--- config.mk ---
export PLATFORM = sky130hd
export DESIGN_NAME = udc_dataflow_decoder
export DESIGN_NICKNAME = d
export VERILOG_FILES = /design/src/hw/udc_pkg.sv /design/src/hw/udc_dataflow_decoder.sv
export SDC_FILE = /design/constraint.sdc
export NUM_CORES = 1
export LEC_CHECK = 0
export BUFFER_PORTS_ARGS = -buffer_cell sky130_fd_sc_hd__buf_4
export CAP_MARGIN = 0
export CORE_MARGIN = 8
export CORE_UTILIZATION = 47
export DETAILED_ROUTE_END_ITERATION = 12
export GPL_ROUTABILITY_DRIVEN = 1
export MAX_ROUTING_LAYER = met4
export PLACE_DENSITY_LB_ADDON = 0.3
export SLEW_MARGIN = 20
export SYNTH_ARGS = -nofsm -noshare
export SYNTH_HDL_FRONTEND = slang
export SYNTH_SLANG_ARGS = --single-unit
--- constraint.sdc ---
create_clock -name clock -period 1.7 [get_ports clock]
set_input_delay 0.255 -clock clock [delete_from_list [all_inputs] [get_ports clock]]
set_output_delay 0.255 -clock clock [all_outputs]
set_load 0.1 [all_outputs]
--- src/hw/udc_pkg.sv ---
// udc_pkg: constants and carrier types for the data-flow command decoder.
// assumes a 16-bit processor bus with a command/data select line.
package udc_pkg;

  localparam int UDC_NUM_EP = 16;
  localparam int UDC_DW = 16;

  // command groups, upper nibble of the code
  localparam logic [3:0] UDC_GRP_WRBUF = 4'h0;
  localparam logic [3:0] UDC_GRP_RDBUF = 4'h1;
  localparam logic [3:0] UDC_GRP_STALL = 4'h4;
  localparam logic [3:0] UDC_GRP_STAT = 4'h5;
  localparam logic [3:0] UDC_GRP_VALID = 4'h6;
  localparam logic [3:0] UDC_GRP_CLEAR = 4'h7;
  localparam logic [3:0] UDC_GRP_UNSTALL = 4'h8;
  localparam logic [3:0] UDC_GRP_CHECK = 4'hd;

  // endpoint indexes: 0 control OUT, 1 control IN, 2..15 endpoints 1..14
  localparam logic [3:0] UDC_EP_CTRL_OUT = 4'h0;
  localparam logic [3:0] UDC_EP_CTRL_IN = 4'h1;

  // payload byte limits
  localparam logic [10:0] UDC_MAX_CTRL = 11'h040;
  localparam logic [10:0] UDC_MAX_BULK = 11'h040;
  localparam logic [10:0] UDC_MAX_ISO = 11'h3ff;
  // the length prefix occupies this many bytes ahead of the payload
  localparam logic [10:0] UDC_LEN_BYTES = 11'h002;

  typedef enum logic [2:0] {
    UDC_ST_IDLE = 3'b000,
    UDC_ST_WR = 3'b001,
    UDC_ST_RD = 3'b010,
    UDC_ST_STAT = 3'b011
  } udc_state_t;

  // processor bus cycle
  typedef struct packed {
    logic wr;
    logic rd;
    logic cmd_data_select;
    logic [15:0] data;
  } udc_bus_t;

  // request to the endpoint buffer memory
  typedef struct packed {
    logic wr;
    logic rd;
    logic [3:0] ep;
    logic [9:0] word;
    logic [15:0] data;
  } udc_buf_t;

  // one-cycle endpoint actions
  typedef struct packed {
    logic stall;
    logic unstall;
    logic validate;
    logic clear;
    logic status_clear;
    logic [3:0] ep;
  } udc_act_t;

  typedef struct packed {
    udc_state_t st;
    logic [3:0] ep;
    logic [9:0] word;
    logic [9:0] words;
    logic [15:0] rdata;
    logic rvalid;
    logic illegal;
    udc_buf_t buf_req;
    udc_act_t act;
  } udc_regs_t;

endpackage

--- src/hw/udc_dataflow_decoder.sv ---
// udc_dataflow_decoder: decodes data-flow commands from the processor bus
// into endpoint buffer accesses and endpoint actions.
// assumes bus strobes are single-cycle and synchronous; buffer memory
// returns read data combinationally for the addressed word.
`timescale 1ns/1ps
module udc_dataflow_decoder
  import udc_pkg::*;
(
  // clock and reset
  input wire logic clock,
  input wire logic reset,
  // processor bus
  input udc_pkg::udc_bus_t bus,
  output logic [15:0] rd_data,
  output logic rd_valid,
  output logic cmd_illegal,
  // endpoint configuration: iso flag per endpoint
  input wire logic [15:0] ep_iso,
  // endpoint status
  input wire logic [15:0] endpoint_status_reg,
  // buffer memory
  output udc_pkg::udc_buf_t buf_req,
  input wire logic [15:0] buf_rdata,
  // endpoint actions
  output udc_pkg::udc_act_t ep_act
);
  import udc_pkg::*;

  udc_regs_t s_reg;
  udc_regs_t s_next;
  logic [3:0] grp;
  logic [3:0] epi;
  logic [10:0] limit;
  logic [9:0] lim_words;

  assign grp = bus.data[7:4];
  assign epi = bus.data[3:0];

  // ------------------------------------------------------------
  // command decode and data phase
  // ------------------------------------------------------------
  always_comb
  begin
    s_next = s_reg;
    s_next.rvalid = 1'b0;
    s_next.illegal = 1'b0;
    s_next.buf_req.wr = 1'b0;
    s_next.buf_req.rd = 1'b0;
    s_next.act = '0;
    limit = (epi < 4'h2) ? UDC_MAX_CTRL : (ep_iso[epi] ? UDC_MAX_ISO : UDC_MAX_BULK);
    // prefix plus payload, rounded up to words
    lim_words = 10'((limit + UDC_LEN_BYTES + 11'h001) >> 1);
    if (bus.wr && bus.cmd_data_select)
    begin
      s_next.st = UDC_ST_IDLE;
      s_next.ep = epi;
      s_next.word = '0;
      s_next.words = lim_words;
      s_next.act.ep = epi;
      // present word 0 so the first read finds its data waiting
      s_next.buf_req.ep = epi;
      s_next.buf_req.word = '0;
      unique case (grp)
        UDC_GRP_WRBUF:
          if (epi == UDC_EP_CTRL_OUT) s_next.illegal = 1'b1;
          else s_next.st = UDC_ST_WR;
        UDC_GRP_RDBUF:
          if (epi == UDC_EP_CTRL_IN) s_next.illegal = 1'b1;
          else s_next.st = UDC_ST_RD;
        UDC_GRP_STALL: s_next.act.stall = 1'b1;
        UDC_GRP_STAT:
        begin
          s_next.st = UDC_ST_STAT;
          s_next.rdata = endpoint_status_reg;
          s_next.act.status_clear = 1'b1;
        end
        UDC_GRP_VALID:
          if (epi == UDC_EP_CTRL_OUT) s_next.illegal = 1'b1;
          else s_next.act.validate = 1'b1;
        UDC_GRP_CLEAR:
          if (epi == UDC_EP_CTRL_IN) s_next.illegal = 1'b1;
          else s_next.act.clear = 1'b1;
        UDC_GRP_UNSTALL: s_next.act.unstall = 1'b1;
        UDC_GRP_CHECK:
        begin
          // copy of status, no clear pulse issued
          s_next.st = UDC_ST_STAT;
          s_next.rdata = endpoint_status_reg;
        end
        default: s_next.illegal = 1'b1;
      endcase
      // refused codes leave nothing on the action port
      if (s_next.illegal) s_next.act.ep = '0;
    end
    else if ((bus.wr || bus.rd) && !bus.cmd_data_select)
    begin
      unique case (s_reg.st)
        UDC_ST_WR:
          if (bus.wr)
          begin
            s_next.buf_req.wr = 1'b1;
            s_next.buf_req.ep = s_reg.ep;
            s_next.buf_req.word = s_reg.word;
            s_next.buf_req.data = bus.data;
            s_next.word = s_reg.word + 10'h001;
            // reaching the word limit ends the phase; later data words are dropped
            if (s_next.word == s_reg.words) s_next.st = UDC_ST_IDLE;
          end
        UDC_ST_RD:
          if (bus.rd)
          begin
            s_next.buf_req.rd = 1'b1;
            s_next.buf_req.ep = s_reg.ep;
            s_next.rdata = buf_rdata;
            s_next.rvalid = 1'b1;
            s_next.word = s_reg.word + 10'h001;
            // address runs one word ahead: memory answers combinationally,
            // so back-to-back reads each find their word already there
            s_next.buf_req.word = s_next.word;
            if (s_next.word == s_reg.words) s_next.st = UDC_ST_IDLE;
          end
        UDC_ST_STAT:
          if (bus.rd)
          begin
            s_next.rvalid = 1'b1;
            s_next.st = UDC_ST_IDLE;
          end
        UDC_ST_IDLE: s_next.st = UDC_ST_IDLE;
        default: s_next.st = UDC_ST_IDLE;
      endcase
    end
  end

  always_ff @(posedge clock)
  begin
    if (reset)
      s_reg <= '0;
    else
      s_reg <= s_next;
  end

  assign rd_data = s_reg.rdata;
  assign rd_valid = s_reg.rvalid;
  assign cmd_illegal = s_reg.illegal;
  assign buf_req = s_reg.buf_req;
  assign ep_act = s_reg.act;

  // ------------------------------------------------------------
  // checks
  // ------------------------------------------------------------
  property p_no_data_stall;
    @(posedge clock) disable iff (reset)
    (bus.wr && bus.cmd_data_select && grp == UDC_GRP_STALL)
      |=> ep_act.stall && s_reg.st == UDC_ST_IDLE && !buf_req.wr;
  endproperty
  a_no_data_stall: assert property (p_no_data_stall) else $error("stall bad");

  property p_unstall;
    @(posedge clock) disable iff (reset)
    (bus.wr && bus.cmd_data_select && grp == UDC_GRP_UNSTALL)
      |=> ep_act.unstall && ep_act.ep == $past(epi);
  endproperty
  a_unstall: assert property (p_unstall) else $error("unstall bad");

  property p_illegal00;
    @(posedge clock) disable iff (reset)
    (bus.wr && bus.cmd_data_select && bus.data[7:0] == 8'h00)
      |=> cmd_illegal && s_reg.st == UDC_ST_IDLE;
  endproperty
  a_illegal00: assert property (p_illegal00) else $error("code 00 accepted");

  property p_validate;
    @(posedge clock) disable iff (reset)
    (bus.wr && bus.cmd_data_select && grp == UDC_GRP_VALID && epi != 4'h0)
      |=> ep_act.validate && !ep_act.clear;
  endproperty
  a_validate: assert property (p_validate) else $error("validate bad");

  property p_clear;
    @(posedge clock) disable iff (reset)
    (bus.wr && bus.cmd_data_select && grp == UDC_GRP_CLEAR && epi != 4'h1)
      |=> ep_act.clear && !ep_act.validate;
  endproperty
  a_clear: assert property (p_clear) else $error("clear bad");

  property p_stat_clears;
    @(posedge clock) disable iff (reset)
    (bus.wr && bus.cmd_data_select && grp == UDC_GRP_STAT)
      |=> ep_act.status_clear && rd_data == $past(endpoint_status_reg);
  endproperty
  a_stat_clears: assert property (p_stat_clears) else $error("status read bad");

  property p_check_keeps;
    @(posedge clock) disable iff (reset)
    (bus.wr && bus.cmd_data_select && grp == UDC_GRP_CHECK)
      |=> !ep_act.status_clear && rd_data == $past(endpoint_status_reg);
  endproperty
  a_check_keeps: assert property (p_check_keeps) else $error("copy read cleared");

  property p_ctrl_words;
    @(posedge clock) disable iff (reset)
    (bus.wr && bus.cmd_data_select && bus.data[7:0] == 8'h01) |=> s_reg.words == 10'h021;
  endproperty
  a_ctrl_words: assert property (p_ctrl_words) else $error("control word count");

  property p_iso_words;
    @(posedge clock) disable iff (reset)
    (bus.wr && bus.cmd_data_select && grp == UDC_GRP_WRBUF && epi > 4'h1 && ep_iso[epi])
      |=> s_reg.words == 10'h201;
  endproperty
  a_iso_words: assert property (p_iso_words) else $error("iso word count");

  property p_rd_data;
    @(posedge clock) disable iff (reset)
    (s_reg.st == UDC_ST_RD && bus.rd && !bus.cmd_data_select)
      |=> rd_valid && buf_req.rd && rd_data == $past(buf_rdata);
  endproperty
  a_rd_data: assert property (p_rd_data) else $error("buffer read bad");

endmodule

== Word level (Yosys, flattened, before mapping) ==
Cells that the tools add are included.
Word-level totals
  input bits: 69
  word-level logic and storage cells: 115
  register bits: 86
  output and inout port bits: 59
Cells by class
  reductions and logical operators: 28
  mux-type cells: 40
  $add $sub $neg: 3
  equality and inequality tests: 18
  order comparisons: 2
  bitwise gates (word level): 6
Operator list (number)
  $mux 16: 4
  $mux 30: 2
  $mux 10: 4
  $mux 17: 2
  $pmux 14 s2: 1
  $pmux 10 s2: 1
  $reduce_and 4->1: 5
  $mux 3: 6
  $pmux 3 s3: 2
  $eq 4x3->1 const B: 4
  $mux 15: 1
  $mux 14: 1
  $mux 1: 12
  $reduce_or 3->1: 4
  $reduce_or 4->1: 3
  $add 10x2->11 const B: 1
  $add 11x1->11 const B: 1
  $add 10x1->10 const B: 1
  $eq 10x10->1: 1
  $reduce_or 2->1: 5
  $ne 3x3->1 const B: 3
  $eq 4x1->1 const B: 2
  $eq 4x4->1 const B: 2
  $logic_not 4->1: 2
  other kinds (15): 27

== Logic depth before layout (Yosys ltp) ==
Gate-level depths: netlist of run 1.
  depth in word-level cells: 7
  gate-level depth with buffers: 8
  gate-level depth less buffers: 7

== Least setup slack after synthesis of run 1 ==
Ideal clock, no wire load.
  path kind: flip-flop to flip-flop
  start: register s_reg[83] (netlist bit)
  end: register s_reg[70] (netlist bit)
  arrival time: 1.555 ns
  buffers on the path: 1
  setup time: 0.117 ns
  period minus slack after synthesis: 1.672 ns
  cell stages (with the launch flop): 8
  required time: 1.583 ns
  slack: 0.028 ns
  cell sequence: dfxtp_1 inv_1 ha_1 nand2b_1 a221oi_2 buf_2 mux2i_1 nor2_1
Between the ends
  word-level cells in the longest chain between the ends: 3
  elaborated cells on any way between the ends: 7
  classes of those cells: 4 x eq/ne; 1 x mux; 2 x reduce/logical
RTL lines
  start: declaration: line udc_dataflow_decoder.sv:29  | udc_regs_t s_reg;
  start signal: assignment: line udc_dataflow_decoder.sv:139  | s_reg <= s_next;
  $eq 3x1->1 or $eq 3x2->1 (tied branches): line udc_dataflow_decoder.sv:97  | unique case (s_reg.st)
  $ne 2x2->1 (no line) or $reduce_bool 2->1 (tied branches)
  $reduce_and 4->1 (no line)
Several ways; a longest one is shown, not always the timed one.
A chain may end at the register's enable or synchronous reset.

== Final worst setup path of run 1 ==
  start: register s_reg[83] (netlist bit)
  end: register s_reg (netlist bit buf_req[17])
Same word-level chain as after synthesis.

==> results of run 1 <==
[critical path, delay by kind of cell, from the launching register on]
kind	cells	cell delay, ns
buffers and inverters	5	0.58
flip-flops	1	0.38
AO/OA/AOI/OAI	2	0.35
adder cells (fa/ha/maj)	1	0.15
AND/OR/NAND/NOR	1	0.15
[layout by cell type, fill, tap and decap left out, types with 2 or more instances in the layout]
cell type  Yosys  layout
a211oi_2       2       5
o21ai_2        1       2
nor3_2         3       3
nand2b_1       7       6
nor2b_1        3       3
nor4_1         2       2
or3_1          2       2
ha_4           0       2
nand3_1        3       3
nand4_1        2       2
nand2_1       57      51
nor3_1         7       7
mux4_2         2       2
nor2_1        52      51
a211oi_1      25      22
clkbuf_8       0      11
xor2_1        10      10
clkbuf_16      0       2
a21oi_2        2       3
a22oi_1       17      17
a21oi_1       44      43
buf_4         62     158
clkinv_2       0       2
nand2_4        0       3
buf_6          4       3
a2111oi_2      1       2
o21ai_0       14      13
nand2_2        1       4
inv_2          1       2
xnor2_1        4       3
inv_1          3       2
and2_1         6       6
nor3b_1        2       2
dfxtp_2        0       3
buf_12         0       3
dfxtp_1       78      74
mux2i_1        3       2
[per-layer routing]
metal | track usage (%) | vias up | part of all wire, %
met2 | 30.8 | 105 | 53
met5 | - | - | 0
met1 | 20.4 | 1741 | 40
met3 | 3.60 | 13 | 6.3
met4 | 7.14 | 0 | 1.2
li1 | - | 1822 | -
[cell type report]
type	instances	area (um2)	area share, %
clock buffers	12	155	2.91
multi-input cells	314	2080	39.0
inverters	4	15.0	0.282
repair buffers	167	1360	25.5
clock inverters	3	18.8	0.352
flip-flops and latches	78	1570	29.4
well taps	108	135	2.54
[timing repair]
| action | in CTS | in global routing |
|---|---|---|
| endpoints found under the hold margin | 0 | 0 |
| setup buffers | 0 | 7 |
| gates cloned | 1 | 2 |
| pin swaps | 1 | 14 |
| hold buffers | 0 | 0 |
| gates resized for setup | 9 | 31 |
| endpoints found under the setup margin | 39 | 46 |
[worst max path at each step]
stage	slack (ns)	cells after the start	to	from
2_1_floorplan	0.03	7	s_reg[70]	s_reg[83]
3_3_place_gp	-0.05	5	buf_req[10]	s_reg[84]
3_5_place_dp	-0.17	4	buf_req[15]	s_reg[83]
4_1_cts	-0.06	9	s_reg[72]	s_reg[83]
5_1_grt	-0.08	9	buf_req[20]	s_reg[83]
6_report	-0.03	9	buf_req[17]	s_reg[83]
[kinds of logic (layout without fill, tap and decap cells)]
logic type               Yosys count  in the layout  share of synthesized area [%]
multiplexers                       7              7                           2.71
XOR/XNOR                          14             14                           2.95
AND/OR/NAND/NOR                  161            161                           18.9
adder cells (fa/ha/maj)            5              5                           1.48
flip-flops                        78             78                           37.6
AO/OA/AOI/OAI                    127            127                           20.7
buffers and inverters             97            186                           15.6
[metrics by stage]
step                      std cells  hold WS, ns  area (um2)
final                           686        0.156        5330
after global routing            686        0.151        5330
after CTS                       677        0.144        5120
after detailed placement        661        0.449        4870
after global placement          661        0.442        4870
after floorplan                 489        0.377        4150
[power by group through the flow]
| stage | Clock (uW) | Sequential, uW | Combinational, uW |
|---|---|---|---|
| 2_1_floorplan | 0 | 1930 | 447 |
| 3_3_place_gp | 0 | 1920 | 640 |
| 3_5_place_dp | 0 | 1930 | 649 |
| 4_1_cts | 1310 | 1880 | 660 |
| 5_1_grt | 1370 | 1890 | 717 |
| 6_report | 1280 | 1880 | 674 |
==> flow_metrics.tcl, run 1 <==
set metrics [dict create \
    cts.clk_slew.worst_paths_ns 0.08 \
    drc_errors 0 \
    p_int_uw 2720 \
    fin_skew_ns 0.00587 \
    status "complete, but fails checks" \
    hold_depth 3 \
    antenna_left 0 \
    ys_top_cells_by_area "dfxtp_1 (38%), buf_4 (11%), a21oi_1 (5.3%)" \
    cp_cell_sequence "inv_2, ha_4, nand2b_4, a221oi_4, buf_4, buf_12, buf_4, clkbuf_16, a211oi_1" \
    clock_latency_ns 0.34 \
    cts.sinks 78 \
    ir_worst_vdd_mv 0.305 \
    die-area_mm2 0.0121 \
    largest_register_ffs 32 \
    min_period_ns 1.73 \
    final_nets 647 \
    yosysWarnings 0 \
    netlist_top_cells_count "dfxtp_1 (78), buf_4 (62), nand2_1 (57)" \
    path_common_cell "buf_4" \
    start_util_pct 48.1 \
    r2r-end "buf_req[17]" \
    cts.path.max_buffers 2 \
    core_mm2 0.00864 \
    viasPerCell 5.37 \
    power.switching_uw 1110 \
    dr.pass1.iters 5 \
    wl_um 11200 \
    cp-end-kind "register" \
    syn-instance-count 489 \
    yosys.area.top_type "dfxtp_1" \
    critical_path_required_ns 1.93 \
    wl_per_cell_um 16.4 \
    synth_ff_type "dfxtp_1" \
    core.rowCount 34 \
    syn-cell-area_mm2 0.00415 \
    finalSetupTns_ns -0.0971 \
    holdPathEnd "buf_req[12]" \
    cts-root-buf "clkbuf_8" \
    synth.avg_cell_area_um2 8.49 \
    switching_share_pct 29.0 \
    maxCapViolations 0 \
    fp.dieH_um 110 \
    synth_nets 562 \
    synth_cell_types 70 \
    holdCritPathClass "in2reg" \
    drv_slew 0 \
    h-tree-depth 3 \
    startpoint_type "register" \
    diodes 0 \
    grt_usage_pct 18.1 \
    ios 128 \
    p_leak_uw 0.00221 \
    place_ws_ns -0.170 \
    max_freq_ghz 0.579 \
    critical_path_class "reg2reg" \
    comb_power_share_pct 17.6 \
    fin_util_pct 61.7 \
    synth-seq-area-share_pct 37.6 \
    yosys_register_bits 78 \
    worst_pin_slew_ns 0.456 \
    port_buffers 125 \
    cp_max_fo 5 \
    min_from "bus[12]" \
    clkPwrFrac_pct 33.3 \
    gp_congestion 0.840 \
    area_growth_pct 28.3 \
    powerDensity_mw_per_mm2 719 \
    max_stage_delay_ns 0.38 \
    reg2reg_from "s_reg[83]" \
    finalHoldViolCount 0 \
    grt_overflow 0 \
    critPathArrivalTime_ns 1.96 \
    layout-drive-gt1-share_pct 40.0 \
    async_reset_ff_share_pct 0 \
    finalSetupViolCount 4 \
    min_period_over_period_pct 102 \
    dieWidth_um 110 \
    dp.final_hpwl_um 8140 \
    relSlewSlack_pct 69.6 \
    slowest_stage "dfxtp_4" \
    via_count 3681 \
    drt-initial-drc-count 135 \
    r2r_cells 9 \
    tritoncts "done" \
    rsz0062_at_grt "true" \
    synth.most_common_cell "dfxtp_1" \
    grt_max_degree 33 \
    power.total_uw 3830 \
    grt_pass1_wl_um 17100 \
    n_fill_cell 744 \
    synth_edf_count 0 \
    cts_buffers 9 \
    r2r_slack_ns -0.03 \
    first_global_vias 3594 \
    antenna_found_initial 0 \
    synth_top_area_share_pct 37.6 \
    violations "setup timing" \
    setup_slack_ns -0.0285 \
    pwr-share-seq_pct 49.1 \
]
(Power assumes the default switching activity.)
==> run 2, diff against run 1 <==
--- a/config.mk
+++ b/config.mk
@@ -5,10 +5,13 @@
 export SDC_FILE = /design/constraint.sdc
 export NUM_CORES = 1
 export LEC_CHECK = 0
+export ABC_AREA = 1
 export BUFFER_PORTS_ARGS = -buffer_cell sky130_fd_sc_hd__buf_4
 export CAP_MARGIN = 0
+export CELL_PAD_IN_SITES_DETAIL_PLACEMENT = 1
+export CELL_PAD_IN_SITES_GLOBAL_PLACEMENT = 1
 export CORE_MARGIN = 8
-export CORE_UTILIZATION = 47
+export CORE_UTILIZATION = 32
 export DETAILED_ROUTE_END_ITERATION = 12
 export GPL_ROUTABILITY_DRIVEN = 1
 export MAX_ROUTING_LAYER = met4
==> flow_metrics.tcl, run 2 <==
set metrics [dict create \
    grt_usage_pct 16.9 \
    cts.path.max_buffers 2 \
    final_nets 719 \
    grt_overflow 0 \
    mostFrequentLayoutCells "buf_4 (151), nand2_1 (88), dfxtp_1 (71)" \
    netlist_top_cells_count "nand2_1 (94), dfxtp_1 (78), buf_4 (61)" \
    synth_cell_types 35 \
    final_common_cell "buf_4" \
    clock_latency_ns 0.34 \
    cp-end-kind "register" \
    largest_register_ffs 32 \
    min_from "endpoint_status_reg[8]" \
    dp.final_hpwl_um 9720 \
    fin_skew_ns 0.00672 \
    p_int_uw 3610 \
    start_util_pct 32.4 \
    placed_cell_area_mm2 0.00484 \
    synth_nets 631 \
    critPathArrivalTime_ns 1.94 \
    drc_errors 0 \
    holdCritPathClass "in2reg" \
    pwr-share-seq_pct 36.6 \
    grt_pass1_wl_um 21200 \
    setup_slack_ns -0.00854 \
    r2r_slack_ns -0.009 \
    area_growth_pct 33.3 \
    relSlewSlack_pct 70.5 \
    comb_power_share_pct 28.1 \
    critical_path_class "reg2reg" \
    synth.avg_cell_area_um2 7.26 \
    min_period_over_period_pct 101 \
    dieWidth_um 129 \
    antenna_found_initial 0 \
    synth-seq-area-share_pct 38.5 \
    holdPathEnd "rd_data[8]" \
    async_reset_ff_share_pct 0 \
    startpoint_type "register" \
    finalHoldViolCount 0 \
    r2r-end "s_reg[83]" \
    dr.pass1.iters 4 \
    cts_buffers 9 \
    n_fill_cell 1563 \
    layout-drive-gt1-share_pct 35.6 \
    r2r_cells 13 \
    first_global_vias 4282 \
    ys_top_cells_by_area "dfxtp_1 (39%), buf_4 (11%), nand2_1 (8.7%)" \
    max_stage_delay_ns 0.35 \
    via_count 4008 \
    wl_per_cell_um 16.8 \
    diodes 0 \
    syn-cell-area_mm2 0.00405 \
    multiInputGateArea_mm2 0.00184 \
    synth_ff_type "dfxtp_1" \
    hold_slack_ns 0.191 \
    cp_max_fo 4 \
    cts.clk_slew.worst_paths_ns 0.06 \
    switching_share_pct 34.4 \
    min_period_ns 1.71 \
    yosys.area.top_type "dfxtp_1" \
    power.switching_uw 1890 \
    cts.sinks 78 \
    path_buf_inv 3 \
    cp_cell_sequence "buf_6, inv_4, buf_6, nand2_2, nand3b_1, nor2_1, nand3_1, nor2_2, nand3_2, nand2_4, nand3_1, nand2_1, nor2_1" \
    seqCellArea_mm2 0.00158 \
    drt-initial-drc-count 176 \
    core_mm2 0.0125 \
    finalSetupViolCount 1 \
    status "complete, but fails checks" \
    worst_pin_slew_ns 0.439 \
    die-area_mm2 0.0165 \
    cts_hold_repair.buffers 0 \
    tritoncts "done" \
    ir_worst_vdd_mv 0.482 \
    yosysWarnings 0 \
    synth_top_area_share_pct 38.5 \
    clkPwrFrac_pct 35.3 \
    gp_congestion 0.768 \
    critical_path_required_ns 1.93 \
    reg2reg_from "s_reg[69]" \
    core.rowCount 41 \
    worst_path_dominant_cell_family "simple AND/OR/NAND/NOR gates" \
    hold_depth 3 \
    antenna_left 0 \
    powerDensity_mw_per_mm2 1020 \
    viasPerCell 4.88 \
    ios 128 \
    synth.most_common_cell "nand2_1" \
    final_area_mm2 0.00540 \
    violations "setup timing" \
    rsz0062_at_grt "true" \
    cts-root-buf "clkbuf_16" \
    crit_cells 13 \
    maxCapViolations 0 \
    grt_max_degree 36 \
    p_leak_uw 0.00234 \
    slowest_stage "dfxtp_2" \
    synth_edf_count 0 \
    fp.dieH_um 129 \
    drv_slew 0 \
    syn-instance-count 558 \
    port_buffers 125 \
    max_freq_ghz 0.585 \
    yosys_register_bits 78 \
    wl_um 13800 \
    h-tree-depth 3 \
]
## run 2: worst max-delay path by stage
stage	from	endpoint	slack, ns
after floorplan	s_reg[83]	rd_data[8]	0.02
after global placement	s_reg[83]	buf_req[22]	-0.01
after detailed placement	s_reg[83]	rd_data[5]	-0.09
after CTS	s_reg[70]	s_reg[83]	0.001
after global routing	s_reg[69]	s_reg[84]	-0.1
final	s_reg[69]	s_reg[83]	-0.009
## run 2: worst register-to-register path: cells and delay by family (launching register included)
kind	cells	cell delay, ns
AND/OR/NAND/NOR	10	0.96
flip-flops	1	0.35
buffers and inverters	3	0.28
## run 2: what timing repair did
| action | CTS | global route |
|---|---|---|
| setup endpoints to repair | 21 | 41 |
| pin swaps | 1 | 13 |
| gates cloned | 2 | 2 |
| setup buffers | 3 | 4 |
| resized for setup | 13 | 44 |
## run 2: power by group through the flow
stage          clock (uW)  sequential [uW]  combinational, uW
3_3_place_gp            0             2040               1380
3_5_place_dp            0             2040               1410
2_1_floorplan           0             2040               1070
6_report             1940             2020               1550
5_1_grt              2100             2030               1650
4_1_cts              1990             2000               1460
## run 2: stage by stage
stage | util [%] | cells | power [uW] | TNS (ns) | setup slack (ns)
4_1_cts | 41.7 | 815 | 5460 | 0 | 0.00114
6_report | 43.2 | 821 | 5510 | -0.00854 | -0.00854
3_5_place_dp | 38.7 | 796 | 3450 | -0.750 | -0.0854
3_3_place_gp | 38.7 | 796 | 3420 | -0.0202 | -0.0139
2_1_floorplan | - | 558 | 3110 | 0 | 0.0153
5_1_grt | 43.2 | 821 | 5780 | -0.370 | -0.0957
## run 2: per-layer routing
metal | track usage (%) | up-vias | wire length, um
li1 | - | 1955 | -
met1 | 18.4 | 1945 | 5880
met2 | 28.3 | 86 | 6880
met3 | 5.50 | 22 | 689
met4 | 6.01 | 0 | 308
met5 | - | - | 0
## run 2: cells by family after synthesis
group / synth area share [%]
flops: 38.5
compound gates: 18.5
fa+ha+maj: 1.23
xor+xnor: 0.432
simple gates: 22.3
buf+inv: 19.0
## run 2: area by class of cell
| type | instances | area share [%] |
|---|---|---|
| Multi-Input combinational cell | 341 | 34.1 |
| Clock buffer | 13 | 4.82 |
| Inverter | 55 | 4.26 |
| Timing Repair Buffer | 158 | 22.8 |
| Tap cell | 172 | 3.98 |
| Sequential cell | 78 | 29.2 |
| Timing Repair inverter | 3 | 0.347 |
| Clock inverter | 1 | 0.556 |
==> run 3, diff against run 2 <==
--- a/config.mk
+++ b/config.mk
@@ -6,7 +6,7 @@
 export NUM_CORES = 1
 export LEC_CHECK = 0
 export ABC_AREA = 1
-export BUFFER_PORTS_ARGS = -buffer_cell sky130_fd_sc_hd__buf_4
+export BUFFER_PORTS_ARGS = -buffer_cell sky130_fd_sc_hd__buf_2
 export CAP_MARGIN = 0
 export CELL_PAD_IN_SITES_DETAIL_PLACEMENT = 1
 export CELL_PAD_IN_SITES_GLOBAL_PLACEMENT = 1
==> flow_metrics.tcl, run 3 (synthesis gave the netlist of run 2 again) <==
set metrics [dict create \
    status "complete, no violations" \
    r2r_cells 11 \
    wl_per_cell_um 15.5 \
    n_fill_cell 1610 \
    cts.sinks 78 \
    min_period_over_period_pct 96.3 \
    grt_pass1_wl_um 20300 \
    h-tree-depth 3 \
    maxCapViolations 0 \
    cp-end-kind "register" \
    placed_cell_area_mm2 0.00455 \
    r2r-end "s_reg[83]" \
    rsz0062_at_grt "true" \
    core_mm2 0.0125 \
    die-area_mm2 0.0165 \
    worst_pin_slew_ns 0.512 \
    cts-root-buf "clkbuf_16" \
    finalHoldViolCount 0 \
    powerDensity_mw_per_mm2 1090 \
    drc_errors 0 \
    largest_register_ffs 32 \
    place_ws_ns -0.102 \
    r2r_slack_ns 0.06 \
    grt_overflow 0 \
    fin_skew_ns 0.00386 \
    hold_depth 3 \
    tritoncts "done" \
    p_leak_uw 0.00230 \
    viasPerCell 4.78 \
    ios 128 \
    finalSetupTns_ns 0 \
    max_freq_ghz 0.611 \
    layout-drive-gt1-share_pct 36.2 \
    cts_hold_repair.buffers 0 \
    clock_latency_ns 0.33 \
    cts.path.max_buffers 2 \
    final_common_cell "buf_2" \
    final_area_mm2 0.00515 \
    grt_max_degree 34 \
    grt_usage_pct 15.9 \
    dieWidth_um 129 \
    mostFrequentLayoutCells "buf_2 (125), nand2_1 (86), dfxtp_1 (71)" \
    drv_slew 0 \
    relSlewSlack_pct 66.1 \
    core.rowCount 41 \
    antenna_left 0 \
    antenna_found_initial 0 \
    cts_buffers 9 \
    min_from "endpoint_status_reg[3]" \
    first_global_vias 4136 \
    gp_congestion 0.803 \
    critPathArrivalTime_ns 1.87 \
    port_buffers 125 \
    area_growth_pct 27.0 \
    fp.dieH_um 129 \
    drt-initial-drc-count 141 \
    critical_path_class "reg2reg" \
    reg2reg_from "s_reg[70]" \
    min_period_ns 1.64 \
    setup_slack_ns 0.0635 \
    dr.pass1.iters 4 \
    dp.final_hpwl_um 9540 \
    cp_max_fo 4 \
    startpoint_type "register" \
    final_nets 717 \
    via_count 3929 \
    wl_um 12800 \
    holdCritPathClass "in2reg" \
    critical_path_required_ns 1.93 \
    cts.clk_slew.worst_paths_ns 0.06 \
    ir_worst_vdd_mv 0.371 \
    start_util_pct 32.4 \
    holdPathEnd "rd_data[3]" \
    finalSetupViolCount 0 \
]
-- run 3: worst max-delay path by stage --
| stage | startpoint | endpoint | cells past startpoint |
|---|---|---|---|
| after floorplan | s_reg[83] | rd_data[8] | 10 |
| after global placement | s_reg[83] | buf_req[22] | 10 |
| after detailed placement | s_reg[83] | s_reg[78] | 10 |
| after CTS | s_reg[84] | s_reg[78] | 9 |
| after global routing | s_reg[69] | s_reg[83] | 11 |
| final | s_reg[70] | s_reg[83] | 11 |
-- run 3: stage by stage --
| stage | power (uW) | util, % | instances | hold WS [ns] |
|---|---|---|---|---|
| final | 5600 | 41.1 | 822 | 0.186 |
| after global routing | 5860 | 41.1 | 821 | 0.193 |
| after CTS | 5550 | 39.1 | 811 | 0.172 |
| after detailed placement | 3360 | 36.3 | 795 | 0.438 |
| after global placement | 3340 | 36.3 | 795 | 0.428 |
| after floorplan | 3110 | - | 558 | 0.412 |
-- run 3: area by class of cell --
class                   count  area [um2]  area share [%]
clock inverters             3        65.1            1.26
well taps                 172         215            4.18
diodes                      1        2.50          0.0486
repair buffers            159         942            18.3
flip-flops and latches     78        1580            30.6
clock buffers              13         270            5.25
multi-input cells         341        1860            36.1
inverters                  55         216            4.21
-- run 3: worst max-delay path: stages (launching register included) --
cell and delay (ns):
dfxtp_2 0.37, buf_6 0.13, nand3_4 0.09, nor2_4 0.22, xor2_2 0.19, nand2_1 0.07
nand2_1 0.08, nand3_2 0.10, nand2_4 0.12, nand3_2 0.06, nand2_1 0.07, nor2_1 0.04
-- run 3: power breakdown --
group	leakage [uW]	internal [uW]	switching (uW)
registers	0.000636	1940	65.2
logic	0.00150	385	1050
clock network	0.000166	1410	761
total	0.00230	3730	1870
-- run 3: what timing repair did --
item,in CTS,in global routing
setup endpoints to repair,9,35
cloned,0,0
buffers inserted,0,10
pin swaps,0,15
gates resized for setup,6,48
-- run 3: routing by layer --
| layer | global-route usage, % | vias to the layer above | wire [um] |
|---|---|---|---|
| met5 | - | - | 0 |
| met1 | 18.7 | 1865 | 5710 |
| met4 | 6.57 | 0 | 295 |
| li1 | - | 1958 | - |
| met2 | 25.8 | 87 | 6210 |
| met3 | 3.56 | 19 | 544 |
